==> config.mk <==
export PLATFORM = sky130hd
export DESIGN_NAME = pmr_regs
export DESIGN_NICKNAME = d
export VERILOG_FILES = /design/src/hw/pmr_pkg.sv /design/src/hw/pmr_regs.sv
export SDC_FILE = /design/constraint.sdc
export NUM_CORES = 1
export LEC_CHECK = 0
export BUFFER_PORTS_ARGS = -buffer_cell sky130_fd_sc_hd__buf_2
export CAP_MARGIN = 30
export CORE_ASPECT_RATIO = 1.2
export CORE_UTILIZATION = 69
export CTS_BUF_LIST = sky130_fd_sc_hd__clkbuf_4
export CTS_CLUSTER_DIAMETER = 120
export DETAILED_ROUTE_END_ITERATION = 7
export PLACE_DENSITY_LB_ADDON = 0.12
export SLEW_MARGIN = 20
export SYNTH_ARGS = -nofsm -noshare
export SYNTH_HDL_FRONTEND = slang
export SYNTH_SLANG_ARGS = --single-unit
==> constraint.sdc <==
create_clock -name clock -period 18.27 [get_ports clock]
set_input_delay 0 -clock clock [delete_from_list [all_inputs] [get_ports clock]]
set_output_delay 0 -clock clock [all_outputs]
set_load 0.01 [all_outputs]
==> src/hw/pmr_pkg.sv <==
package pmr_pkg;
    // Register offsets
    localparam logic [11:0] OFS_START      = 12'h000;
    localparam logic [11:0] OFS_STOP       = 12'h004;
    localparam logic [11:0] OFS_SUB_START  = 12'h080;
    localparam logic [11:0] OFS_SUB_STOP   = 12'h084;
    localparam logic [11:0] OFS_EV_RUN     = 12'h100;
    localparam logic [11:0] OFS_EV_HALT    = 12'h104;
    localparam logic [11:0] OFS_EV_DONE    = 12'h108;
    localparam logic [11:0] OFS_PUB_RUN    = 12'h180;
    localparam logic [11:0] OFS_PUB_HALT   = 12'h184;
    localparam logic [11:0] OFS_PUB_DONE   = 12'h188;
    localparam logic [11:0] OFS_IRQ_EN     = 12'h300;
    localparam logic [11:0] OFS_IRQ_SET    = 12'h304;
    localparam logic [11:0] OFS_IRQ_CLR    = 12'h308;
    localparam logic [11:0] OFS_ENABLE     = 12'h500;
    localparam logic [11:0] OFS_CLKDIV     = 12'h504;
    localparam logic [11:0] OFS_MODE       = 12'h508;
    localparam logic [11:0] OFS_GAIN_L     = 12'h518;
    localparam logic [11:0] OFS_GAIN_R     = 12'h51c;
    localparam logic [11:0] OFS_RATIO      = 12'h520;
    localparam logic [11:0] OFS_BUF_PTR    = 12'h560;
    localparam logic [11:0] OFS_BUF_CNT    = 12'h564;
    // Field positions and widths
    localparam int          CFG_EN_BIT     = 31;
    localparam int          EVENT_CHANNEL_INDEX_W        = 4;
    localparam int          IRQ_RUN_BIT    = 0;
    localparam int          IRQ_HALT_BIT   = 1;
    localparam int          IRQ_DONE_BIT   = 2;
    localparam int          MODE_MONO_BIT  = 0;
    localparam int          MODE_EDGE_BIT  = 1;
    localparam int          GAIN_W         = 7;
    localparam int          CNT_W          = 15;
    // Reset values and gain limits
    localparam logic [31:0] CLKDIV_RST     = 32'h0840_0000;
    localparam logic [6:0]  GAIN_UNITY     = 7'h28;
    localparam logic [6:0]  GAIN_CEILING   = 7'h50;
    localparam logic [6:0]  GAIN_FLOOR     = 7'h00;
    // Divider: frequency = 32 MHz * setting / 2^32, system clock at 50 MHz
    localparam int          SRC_MHZ        = 32;
    localparam int          SYS_MHZ        = 50;
    localparam int          RATIO_64       = 64;
    localparam int          RATIO_80       = 80;
    typedef enum logic [1:0] {PMR_IDLE, PMR_RUN, PMR_DRAIN} pmr_state_t;
endpackage : pmr_pkg

==> src/hw/pmr_regs.sv <==
`timescale 1ns/1ps
module pmr_regs
    import pmr_pkg::*;
#(
    parameter int CH_N = 16
)(
    input  wire logic                    clock,
    input  wire logic                    rst_b,
    input  wire logic [11:0]             addr,
    input  wire logic [31:0]             wdata,
    input  wire logic                    wr_stb,
    input  wire logic                    rd_stb,
    output logic      [31:0]             rdata,
    input  wire logic [CH_N-1:0]         chan_in,
    output logic      [CH_N-1:0]         chan_out,
    output logic                         irq,
    output logic                         mic_clock,
    input  wire logic                    mic_data,
    output logic                         mem_we,
    output logic      [31:0]             mem_addr,
    output logic      [31:0]             mem_wdata
);
    import pmr_pkg::*;

    ////////////////////////////////////////////////////////////////////////
    logic                   rs1_ff, rst_sync_b;
    always_ff @(posedge clock or negedge rst_b)
    begin
        if (!rst_b) {rst_sync_b, rs1_ff} <= 2'b00;
        else        {rst_sync_b, rs1_ff} <= {rs1_ff, 1'b1};
    end

    ////////////////////////////////////////////////////////////////////////
    function automatic logic [6:0] clamp_gain(input logic [31:0] v);
        clamp_gain = (v > {25'd0, GAIN_CEILING}) ? GAIN_CEILING : v[6:0];
    endfunction : clamp_gain

    function automatic logic [31:0] cfg_word(input logic en, input logic [3:0] ch);
        cfg_word = {en, 27'd0, ch};
    endfunction : cfg_word

    logic [2:0]   ev_ff, nxt_ev;
    logic [2:0]   ien_ff;
    logic [3:0]   pch_ff [3];
    logic [2:0]   pen_ff;
    logic [3:0]   sch_ff [2];
    logic [1:0]   sen_ff;
    logic         enable_ff;
    logic [31:0]  div_ff;
    logic [1:0]   mode_ff;
    logic [6:0]   gl_ff, gr_ff;
    logic         ratio_ff;
    logic [31:0]  ptr_ff, ptr_act_ff;
    logic [14:0]  cnt_ff;
    logic [31:0]  rdata_ff;
    logic         irq_ff;
    logic [CH_N-1:0] chan_ff;

    wire wr = wr_stb;
    wire w_start = wr && addr == OFS_START && wdata[0];
    wire w_stop  = wr && addr == OFS_STOP  && wdata[0];
    wire s_start = sen_ff[0] && chan_in[sch_ff[0]];
    wire s_stop  = sen_ff[1] && chan_in[sch_ff[1]];
    wire go      = (w_start || s_start) && enable_ff;
    wire halt    = w_stop || s_stop;

    ////////////////////////////////////////////////////////////////////////
    // Mic clock: phase accumulator at SRC_MHZ/SYS_MHZ scale
    logic [31:0]  acc_ff;
    logic         mclk_ff;
    // Two half-period ticks per mic clock period
    wire  [31:0]  step = 32'((64'(div_ff) * (2 * SRC_MHZ)) / SYS_MHZ);
    wire  [32:0]  acc_sum = {1'b0, acc_ff} + {1'b0, step};
    wire          half_tick = acc_sum[32];
    wire          rise = half_tick && !mclk_ff;
    wire          fall = half_tick &&  mclk_ff;
    pmr_state_t   st_ff;

    always_ff @(posedge clock or negedge rst_sync_b)
    begin
        if (!rst_sync_b)
        begin
            acc_ff  <= 32'h0000_0000;
            mclk_ff <= 1'b0;
        end
        else if (enable_ff && st_ff != PMR_IDLE)
        begin
            acc_ff <= acc_sum[31:0];
            if (half_tick)
                mclk_ff <= !mclk_ff;
        end
        else
            mclk_ff <= 1'b0;
    end

    ////////////////////////////////////////////////////////////////////////
    // Sampling and simple decimation (bit count per output frame)
    // edge selection
    wire left_edge  = mode_ff[MODE_EDGE_BIT] ? rise : fall;
    wire right_edge = mode_ff[MODE_EDGE_BIT] ? fall : rise;
    logic [6:0]   dec_ff;
    logic [7:0]   sum_l_ff, sum_r_ff;
    logic         hold_ff;
    logic [15:0]  lo_ff;
    logic [14:0]  done_ff;
    wire  [6:0]   dec_top = ratio_ff ? 7'(RATIO_80 - 1) : 7'(RATIO_64 - 1);
    wire          frame = rise && dec_ff == dec_top;
    wire  [15:0]  s_l = 16'(sum_l_ff * gl_ff);
    wire  [15:0]  s_r = 16'(sum_r_ff * gr_ff);
    wire          mono = mode_ff[MODE_MONO_BIT];
    wire          word_rdy = frame && (!mono || hold_ff);
    // Every word holds two samples, stereo and mono alike
    wire  [14:0]  done_n = 15'(done_ff + 15'd2);
    wire          last   = word_rdy && done_n >= cnt_ff;

    always_ff @(posedge clock or negedge rst_sync_b)
    begin
        if (!rst_sync_b)
        begin
            dec_ff   <= 7'd0;
            sum_l_ff <= 8'd0;
            sum_r_ff <= 8'd0;
            hold_ff  <= 1'b0;
            lo_ff    <= 16'h0000;
        end
        else if (st_ff == PMR_IDLE)
        begin
            dec_ff   <= 7'd0;
            sum_l_ff <= 8'd0;
            sum_r_ff <= 8'd0;
            hold_ff  <= 1'b0;
        end
        else
        begin
            if (rise) dec_ff <= frame ? 7'd0 : 7'(dec_ff + 7'd1);
            if (frame)
            begin
                sum_l_ff <= 8'd0;
                sum_r_ff <= 8'd0;
                if (mono) hold_ff <= !hold_ff;
                lo_ff <= s_l;
            end
            else
            begin
                if (left_edge && mic_data)  sum_l_ff <= 8'(sum_l_ff + 8'd1);
                if (right_edge && mic_data) sum_r_ff <= 8'(sum_r_ff + 8'd1);
            end
        end
    end

    ////////////////////////////////////////////////////////////////////////
    // Transfer sequencing
    wire ev_run  = (st_ff == PMR_IDLE && go) || (st_ff == PMR_RUN && last && !halt);
    wire ev_done = (st_ff != PMR_IDLE) && (last || (st_ff == PMR_DRAIN && word_rdy));
    wire ev_halt = st_ff == PMR_DRAIN && ev_done;

    always_ff @(posedge clock or negedge rst_sync_b)
    begin
        if (!rst_sync_b)
        begin
            st_ff      <= PMR_IDLE;
            ptr_act_ff <= 32'h0000_0000;
            done_ff    <= 15'd0;
            mem_we     <= 1'b0;
            mem_addr   <= 32'h0000_0000;
            mem_wdata  <= 32'h0000_0000;
        end
        else
        begin
            // No memory write once disabled: the transfer is aborted
            mem_we <= word_rdy && st_ff != PMR_IDLE && enable_ff;
            if (word_rdy)
            begin
                mem_addr <= ptr_act_ff + {15'd0, done_ff, 2'b00} / 32'd2;
                mem_wdata <= mono ? {s_l, lo_ff} : {s_r, s_l};
                done_ff <= done_n;
            end
            case (st_ff)
                PMR_IDLE:
                    if (go)
                    begin
                        st_ff      <= PMR_RUN;
                        ptr_act_ff <= ptr_ff;
                        done_ff    <= 15'd0;
                    end
                PMR_RUN:
                    if (halt) st_ff <= PMR_DRAIN;
                    else if (last)
                    begin
                        ptr_act_ff <= ptr_ff;
                        done_ff    <= 15'd0;
                    end
                PMR_DRAIN:
                    if (word_rdy) st_ff <= PMR_IDLE;
                default: st_ff <= PMR_IDLE;
            endcase
            if (!enable_ff) st_ff <= PMR_IDLE;
        end
    end

    ////////////////////////////////////////////////////////////////////////
    // Register writes
    wire [2:0] ev_set = {ev_done, ev_halt, ev_run};
    always_comb
    begin
        nxt_ev = ev_ff;
        if (wr && addr == OFS_EV_RUN)  nxt_ev[0] = wdata[0];
        if (wr && addr == OFS_EV_HALT) nxt_ev[1] = wdata[0];
        if (wr && addr == OFS_EV_DONE) nxt_ev[2] = wdata[0];
        nxt_ev = nxt_ev | ev_set;
    end

    always_ff @(posedge clock or negedge rst_sync_b)
    begin
        if (!rst_sync_b)
        begin
            ev_ff     <= 3'b000;
            ien_ff    <= 3'b000;
            pen_ff    <= 3'b000;
            sen_ff    <= 2'b00;
            pch_ff    <= '{default: 4'h0};
            sch_ff    <= '{default: 4'h0};
            enable_ff <= 1'b0;
            div_ff    <= CLKDIV_RST;
            mode_ff   <= 2'b00;
            gl_ff     <= GAIN_UNITY;
            gr_ff     <= GAIN_UNITY;
            ratio_ff  <= 1'b0;
            ptr_ff    <= 32'h0000_0000;
            cnt_ff    <= 15'd0;
        end
        else
        begin
            ev_ff <= nxt_ev;
            if (wr)
                case (addr)
                    OFS_SUB_START: {sen_ff[0], sch_ff[0]} <= {wdata[CFG_EN_BIT], wdata[3:0]};
                    OFS_SUB_STOP:  {sen_ff[1], sch_ff[1]} <= {wdata[CFG_EN_BIT], wdata[3:0]};
                    OFS_PUB_RUN:   {pen_ff[0], pch_ff[0]} <= {wdata[CFG_EN_BIT], wdata[3:0]};
                    OFS_PUB_HALT:  {pen_ff[1], pch_ff[1]} <= {wdata[CFG_EN_BIT], wdata[3:0]};
                    OFS_PUB_DONE:  {pen_ff[2], pch_ff[2]} <= {wdata[CFG_EN_BIT], wdata[3:0]};
                    OFS_IRQ_EN:    ien_ff <= wdata[2:0];
                    OFS_IRQ_SET:   ien_ff <= ien_ff | wdata[2:0];
                    OFS_IRQ_CLR:   ien_ff <= ien_ff & ~wdata[2:0];
                    OFS_ENABLE:    enable_ff <= wdata[0];
                    OFS_CLKDIV:    div_ff <= wdata;
                    OFS_MODE:      mode_ff <= wdata[1:0];
                    OFS_GAIN_L:    gl_ff <= clamp_gain(wdata);
                    OFS_GAIN_R:    gr_ff <= clamp_gain(wdata);
                    OFS_RATIO:     ratio_ff <= wdata[0];
                    OFS_BUF_PTR:   ptr_ff <= wdata;
                    OFS_BUF_CNT:   cnt_ff <= wdata[CNT_W-1:0];
                    default: ;
                endcase
        end
    end

    ////////////////////////////////////////////////////////////////////////
    // Read mux, interrupt, publish
    logic [31:0] rd_mux;
    always_comb
    begin
        case (addr)
            OFS_SUB_START: rd_mux = cfg_word(sen_ff[0], sch_ff[0]);
            OFS_SUB_STOP:  rd_mux = cfg_word(sen_ff[1], sch_ff[1]);
            OFS_EV_RUN:    rd_mux = {31'd0, ev_ff[0]};
            OFS_EV_HALT:   rd_mux = {31'd0, ev_ff[1]};
            OFS_EV_DONE:   rd_mux = {31'd0, ev_ff[2]};
            OFS_PUB_RUN:   rd_mux = cfg_word(pen_ff[0], pch_ff[0]);
            OFS_PUB_HALT:  rd_mux = cfg_word(pen_ff[1], pch_ff[1]);
            OFS_PUB_DONE:  rd_mux = cfg_word(pen_ff[2], pch_ff[2]);
            OFS_IRQ_EN, OFS_IRQ_SET, OFS_IRQ_CLR: rd_mux = {29'd0, ien_ff};
            OFS_ENABLE:    rd_mux = {31'd0, enable_ff};
            OFS_CLKDIV:    rd_mux = div_ff;
            OFS_MODE:      rd_mux = {30'd0, mode_ff};
            OFS_GAIN_L:    rd_mux = {25'd0, gl_ff};
            OFS_GAIN_R:    rd_mux = {25'd0, gr_ff};
            OFS_RATIO:     rd_mux = {31'd0, ratio_ff};
            OFS_BUF_PTR:   rd_mux = ptr_ff;
            OFS_BUF_CNT:   rd_mux = {17'd0, cnt_ff};
            default:       rd_mux = 32'h0000_0000;
        endcase
    end

    logic [CH_N-1:0] pub;
    always_comb
    begin
        pub = '0;
        for (int i = 0; i < 3; i++)
            if (pen_ff[i] && ev_set[i]) pub[pch_ff[i]] = 1'b1;
    end

    always_ff @(posedge clock or negedge rst_sync_b)
    begin
        if (!rst_sync_b)
        begin
            rdata_ff <= 32'h0000_0000;
            irq_ff   <= 1'b0;
            chan_ff  <= '0;
        end
        else
        begin
            rdata_ff <= rd_stb ? rd_mux : 32'h0000_0000;
            irq_ff   <= |(nxt_ev & ien_ff);
            chan_ff  <= pub;
        end
    end

    assign rdata     = rdata_ff;
    assign irq       = irq_ff;
    assign chan_out  = chan_ff;
    assign mic_clock = mclk_ff;
endmodule : pmr_regs

==> results of run 1 <==
-- per-layer routing --
layer	GRT overflow	global-route usage (%)
met4	0	69.3
met1	0	71.9
met3	1	52.8
met5	1	18.8
met2	3	92.9
-- logic make-up after synthesis --
logic type      count (synthesis)
buf+inv                       367
flops                         362
simple gates                 1096
fa+ha+maj                     196
other cells                     2
xor+xnor                      170
mux                           230
compound gates                960
-- synthesized netlist by cell type, types with 30 or more instances --
cell type / instances
nand2_1: 397
dfrtp_1: 356
nor2_1: 216
o21ai_0: 206
inv_1: 176
mux2_2: 168
a21oi_1: 162
ha_1: 136
clkbuf_1: 104
xnor2_1: 103
nand3_1: 82
and2_1: 72
nor3_1: 60
xor2_1: 60
fa_1: 59
a21o_1: 49
mux2i_1: 44
o21bai_1: 38
a22oi_1: 35
nor4_1: 32
o211ai_1: 30
-- through the flow --
stage / hold WS [ns] / area [µm²] / setup WS [ns] / cells / TNS [ns]
floorplan: -0.296 / 31100 / -6.76 / 3384 / -1196.39
global placement: -0.217 / 36400 / -7.81 / 4575 / -1394.01
detailed placement: -0.213 / 36500 / -9.03 / 4578 / -1614.67
CTS: 0.00221 / 41000 / -6.89 / 4960 / -1229.69
-- what timing repair did --
item,CTS
hold endpoints to repair,177
pin swaps,127
gates resized for setup,288
buffers inserted,125
setup endpoints to repair,202
gates cloned,9
hold buffers,87
==> results.cfg, run 1 <==
[placed_design]
hpwl_um = 73800
globalplace.congestion = 1.04
port_buffers = 177

[clock_tree]
cts_root_buf = clkbuf_4
cts_sinks = 362
cts_htree_levels = 3
cts_buffers = 92
cts_buffer_depth = 3

[global_route]
track_usage_pct = 71.8
grt_pass1_vias = 42555
grt_max_degree = 181
grt_pass1_wl_um = 247000
overflow = 5

[logic_synthesis]
yosysWarnings = 0
yosys.area_share.simple_pct = 17.7
synth_top_area_share_pct = 29.2
synth_xor_xnor_area_share_pct = 5.13
synth_fa_ha_area_share_pct = 9.50
synth_area_leader_cell = dfrtp_1
synth_top_flop_cell = dfrtp_1
synth_compound_area_share_pct = 23.8
synth_cell_types = 161
syn_inst = 3383
synth-edff-count = 0
ys_top_cells_by_area = dfrtp_1 29%, mux2_2 6.2%, ha_1 5.6%
synth_top_family_by_area = compound AO/OA/AOI/OAI gates
seq_area_frac_synth_pct = 29.8
netlist_area_um2 = 30500
muxShareOfSynthArea_pct = 8.79
ys_async_sr_fraction_pct = 100
syn_area_per_cell_um2 = 9.01
ys_ff_latch = 362

[floorplanning]
rows = 84
die_y_um = 232
fp.dieW_um = 194
pin_count = 180
initial_core_util_pct = 69.7

[status]
status = did not finish
error = [ERROR GRT-0116] Global routing finished with congestion. Check the congestion regions in the DRC Viewer.
stop_stage = global routing
==> run 2: changes to the inputs <==
CORE_ASPECT_RATIO = default   (was 1.2)
CORE_UTILIZATION = 40   (was 69)
CTS_BUF_LIST = default   (was sky130_fd_sc_hd__clkbuf_4)
CTS_CLUSTER_DIAMETER = default   (was 120)
PLACE_DENSITY_LB_ADDON = 0.15   (was 0.12)
==> run 2 against run 1 <==
  * The flow now finishes, with violations (setup timing)
  * Synthesized area did not move
  * Synthesized cell count did not move
==> results.cfg, run 2 <==
[status]
status = complete, but fails checks
violations = setup timing

[timing]
rsz0062_at_grt = yes
hold_viol = 0
relSlewSlack_pct = 35.8
finalCriticalPeriod_ns = 25.05
worst_pin_slew_ns = 0.963
finalMaxSlewViolations = 0
post-route-period-util_pct = 137
max_clock_freq_mhz = 39.9
setup_viol = 202
fin_ws_ns = -6.78
clock_skew_ns = 0.0238

[logic_synthesis]
yosysWarnings = 0
synth-edff-count = 0
ys_async_sr_fraction_pct = 100
synth_cell_types = 161
ys_top_cells_by_area = dfrtp_1 29%, mux2_2 6.2%, ha_1 5.6%
syn_inst = 3383
syn_area_per_cell_um2 = 9.01
ys_ff_latch = 362
netlist_area_um2 = 30500
synth_top_area_share_pct = 29.2
synth_area_leader_cell = dfrtp_1
synth_top_flop_cell = dfrtp_1
synth_commonest_cells = 397 x nand2_1, 356 x dfrtp_1, 216 x nor2_1, 206 x o21ai_0, 176 x inv_1
seq_area_frac_synth_pct = 29.8
synth_most_common_cell = nand2_1

[worst_setup_path]
crit_required_ns = 18.74
path_class = reg2reg
crit_buf_inv = 31
cp.depth = 141
worstSetupEndpoint = irq
crit_top_cell = buf_4
rr_worst_depth = 141
cp_max_fo = 14
startpoint = div_ff[27]
critPathTopFamily = compound AO/OA/AOI/OAI gates
arrival_ns = 25.53
crit-reg2reg-launch = div_ff[27]
cp-end-kind = flip-flop
cp-start-kind = flip-flop
r2r-end = irq
r2r_slack_ns = -6.78
cpPeakStageDelay_ns = 0.57
slowest_stage = or4_4

[clock_tree]
cts_root_buf = clkbuf_16
cts_sinks = 362
cts_htree_levels = 2
clkSlewWorstSetupHoldPaths_ns = 0.06
cts_buffer_depth = 3
clkLatencyLatePin_ns = 0.59
cts_tree = done
cts_buffers = 45

[placed_design]
place_ws_ns = -8.19
postPlaceCellArea_um2 = 37300
globalplace.congestion = 0.944
port_buffers = 177
dp.cells = 5020
hpwl_um = 73200

[final_layout]
fillCellCount = 6471
final_common_cell = buf_4
mostFrequentLayoutCells = 751 x buf_4, 374 x nand2_1, 349 x dfrtp_1
final_cells = 5311
nets = 4566
area_growth_pct = 41.6
final_layout_size_suffix_gt1_share_pct = 40.5
finalInstanceArea_um2 = 43100

[global_route]
overflow = 0
grt_max_degree = 163
track_usage_pct = 25.9
grt_pass1_vias = 29641
antenna_found_initial = 4
grt_pass1_wl_um = 161000

[floorplanning]
rows = 100
die-area_um2 = 77300
die_y_um = 278
initial_core_util_pct = 40.7
fp.dieW_um = 278
pin_count = 180
coreArea_um2 = 74900

[detailed_routing]
ant_nets = 0
met3_length_um = 6120
route.detailed.drc = 0
firstDrtPassIters = 6
drtIter0Drc = 2012
viasPerCell = 5.62
top_layer = met5
wl_met2_um = 46700
finalWirelength_um = 102000
vias = 29842
drt-met1-wl_um = 45700
post_drt_wl_per_cell_um = 19.2

[hold_path]
min_delay_path_depth = 5
min_path_type = in2reg

[flow_run]
cap_violations = 0
[run 2: cell counts after synthesis]
No cell type changed its count.
[run 2: cell type report]
| cell class | instances | area, µm² | area share, % |
|---|---|---|---|
| Timing Repair Buffer | 1053 | 8170 | 18.9 |
| Sequential cell | 362 | 9080 | 21.0 |
| Clock inverter | 18 | 211 | 0.490 |
| Clock buffer | 62 | 1330 | 3.09 |
| Antenna cell | 3 | 7.51 | 0.0174 |
| Inverter | 188 | 708 | 1.64 |
| Tap cell | 969 | 1210 | 2.81 |
| Multi-Input combinational cell | 2656 | 22400 | 52.0 |
[run 2: worst min-delay path by stage]
stage          startpoint       end  slack, ns
2_1_floorplan       rst_b    rs1_ff      -0.30
3_5_place_dp        rst_b    rs1_ff      -0.21
6_report          addr[4]  ratio_ff       0.05
3_3_place_gp        rst_b    rs1_ff      -0.21
4_1_cts           addr[4]  ratio_ff      0.001
5_1_grt           addr[4]  ratio_ff       0.09
[run 2: layer usage]
metal	vias up	global-route usage, %
met5	-	0
met2	832	41.6
met4	2	9.12
met3	198	4.68
met1	14616	34.8
li1	14194	-
[run 2: cells by family after synthesis]
kind of cell               Yosys count  synth area share [%]
AOI/OAI and AO/OA                  960                  23.8
xor gates and xnor gates           170                  5.13
adders and majority gates          196                  9.50
buffers and inverters              367                  5.28
DFF                                362                  29.8
muxes                              230                  8.79
other                                2                0.0246
and+or+nand+nor                   1096                  17.7
[run 2: tightest hold or removal path, cell delays in order]
cell and delay, ns:
buf_2 0.13, nor3_1 0.09, nand2b_1 0.11, nor3b_1 0.06, mux2_2 0.21
[run 2: repair_timing]
item / in CTS / in global routing
pin swaps: 151 / 87
resized for setup: 374 / 126
setup endpoints to repair: 202 / 202
endpoints found under the hold margin: 119 / 0
hold buffers: 46 / 0
buffers inserted: 110 / 48
cloned: 6 / 0
[run 2: metrics by stage]
stage / hold WS, ns / TNS, ns / util [%]
after detailed placement: -0.211 / -1466.41 / 49.8
final: 0.0547 / -1200.55 / 57.6
after global routing: 0.0879 / -1443.27 / 57.6
after global placement: -0.212 / -1440.69 / 49.8
after floorplan: -0.296 / -1196.39 / -
after CTS: 0.000961 / -1087.12 / 56.1
Power of run 2 is not shown: default switching activity piles up to over one toggle a cycle in this logic, so the estimate is an artifact.
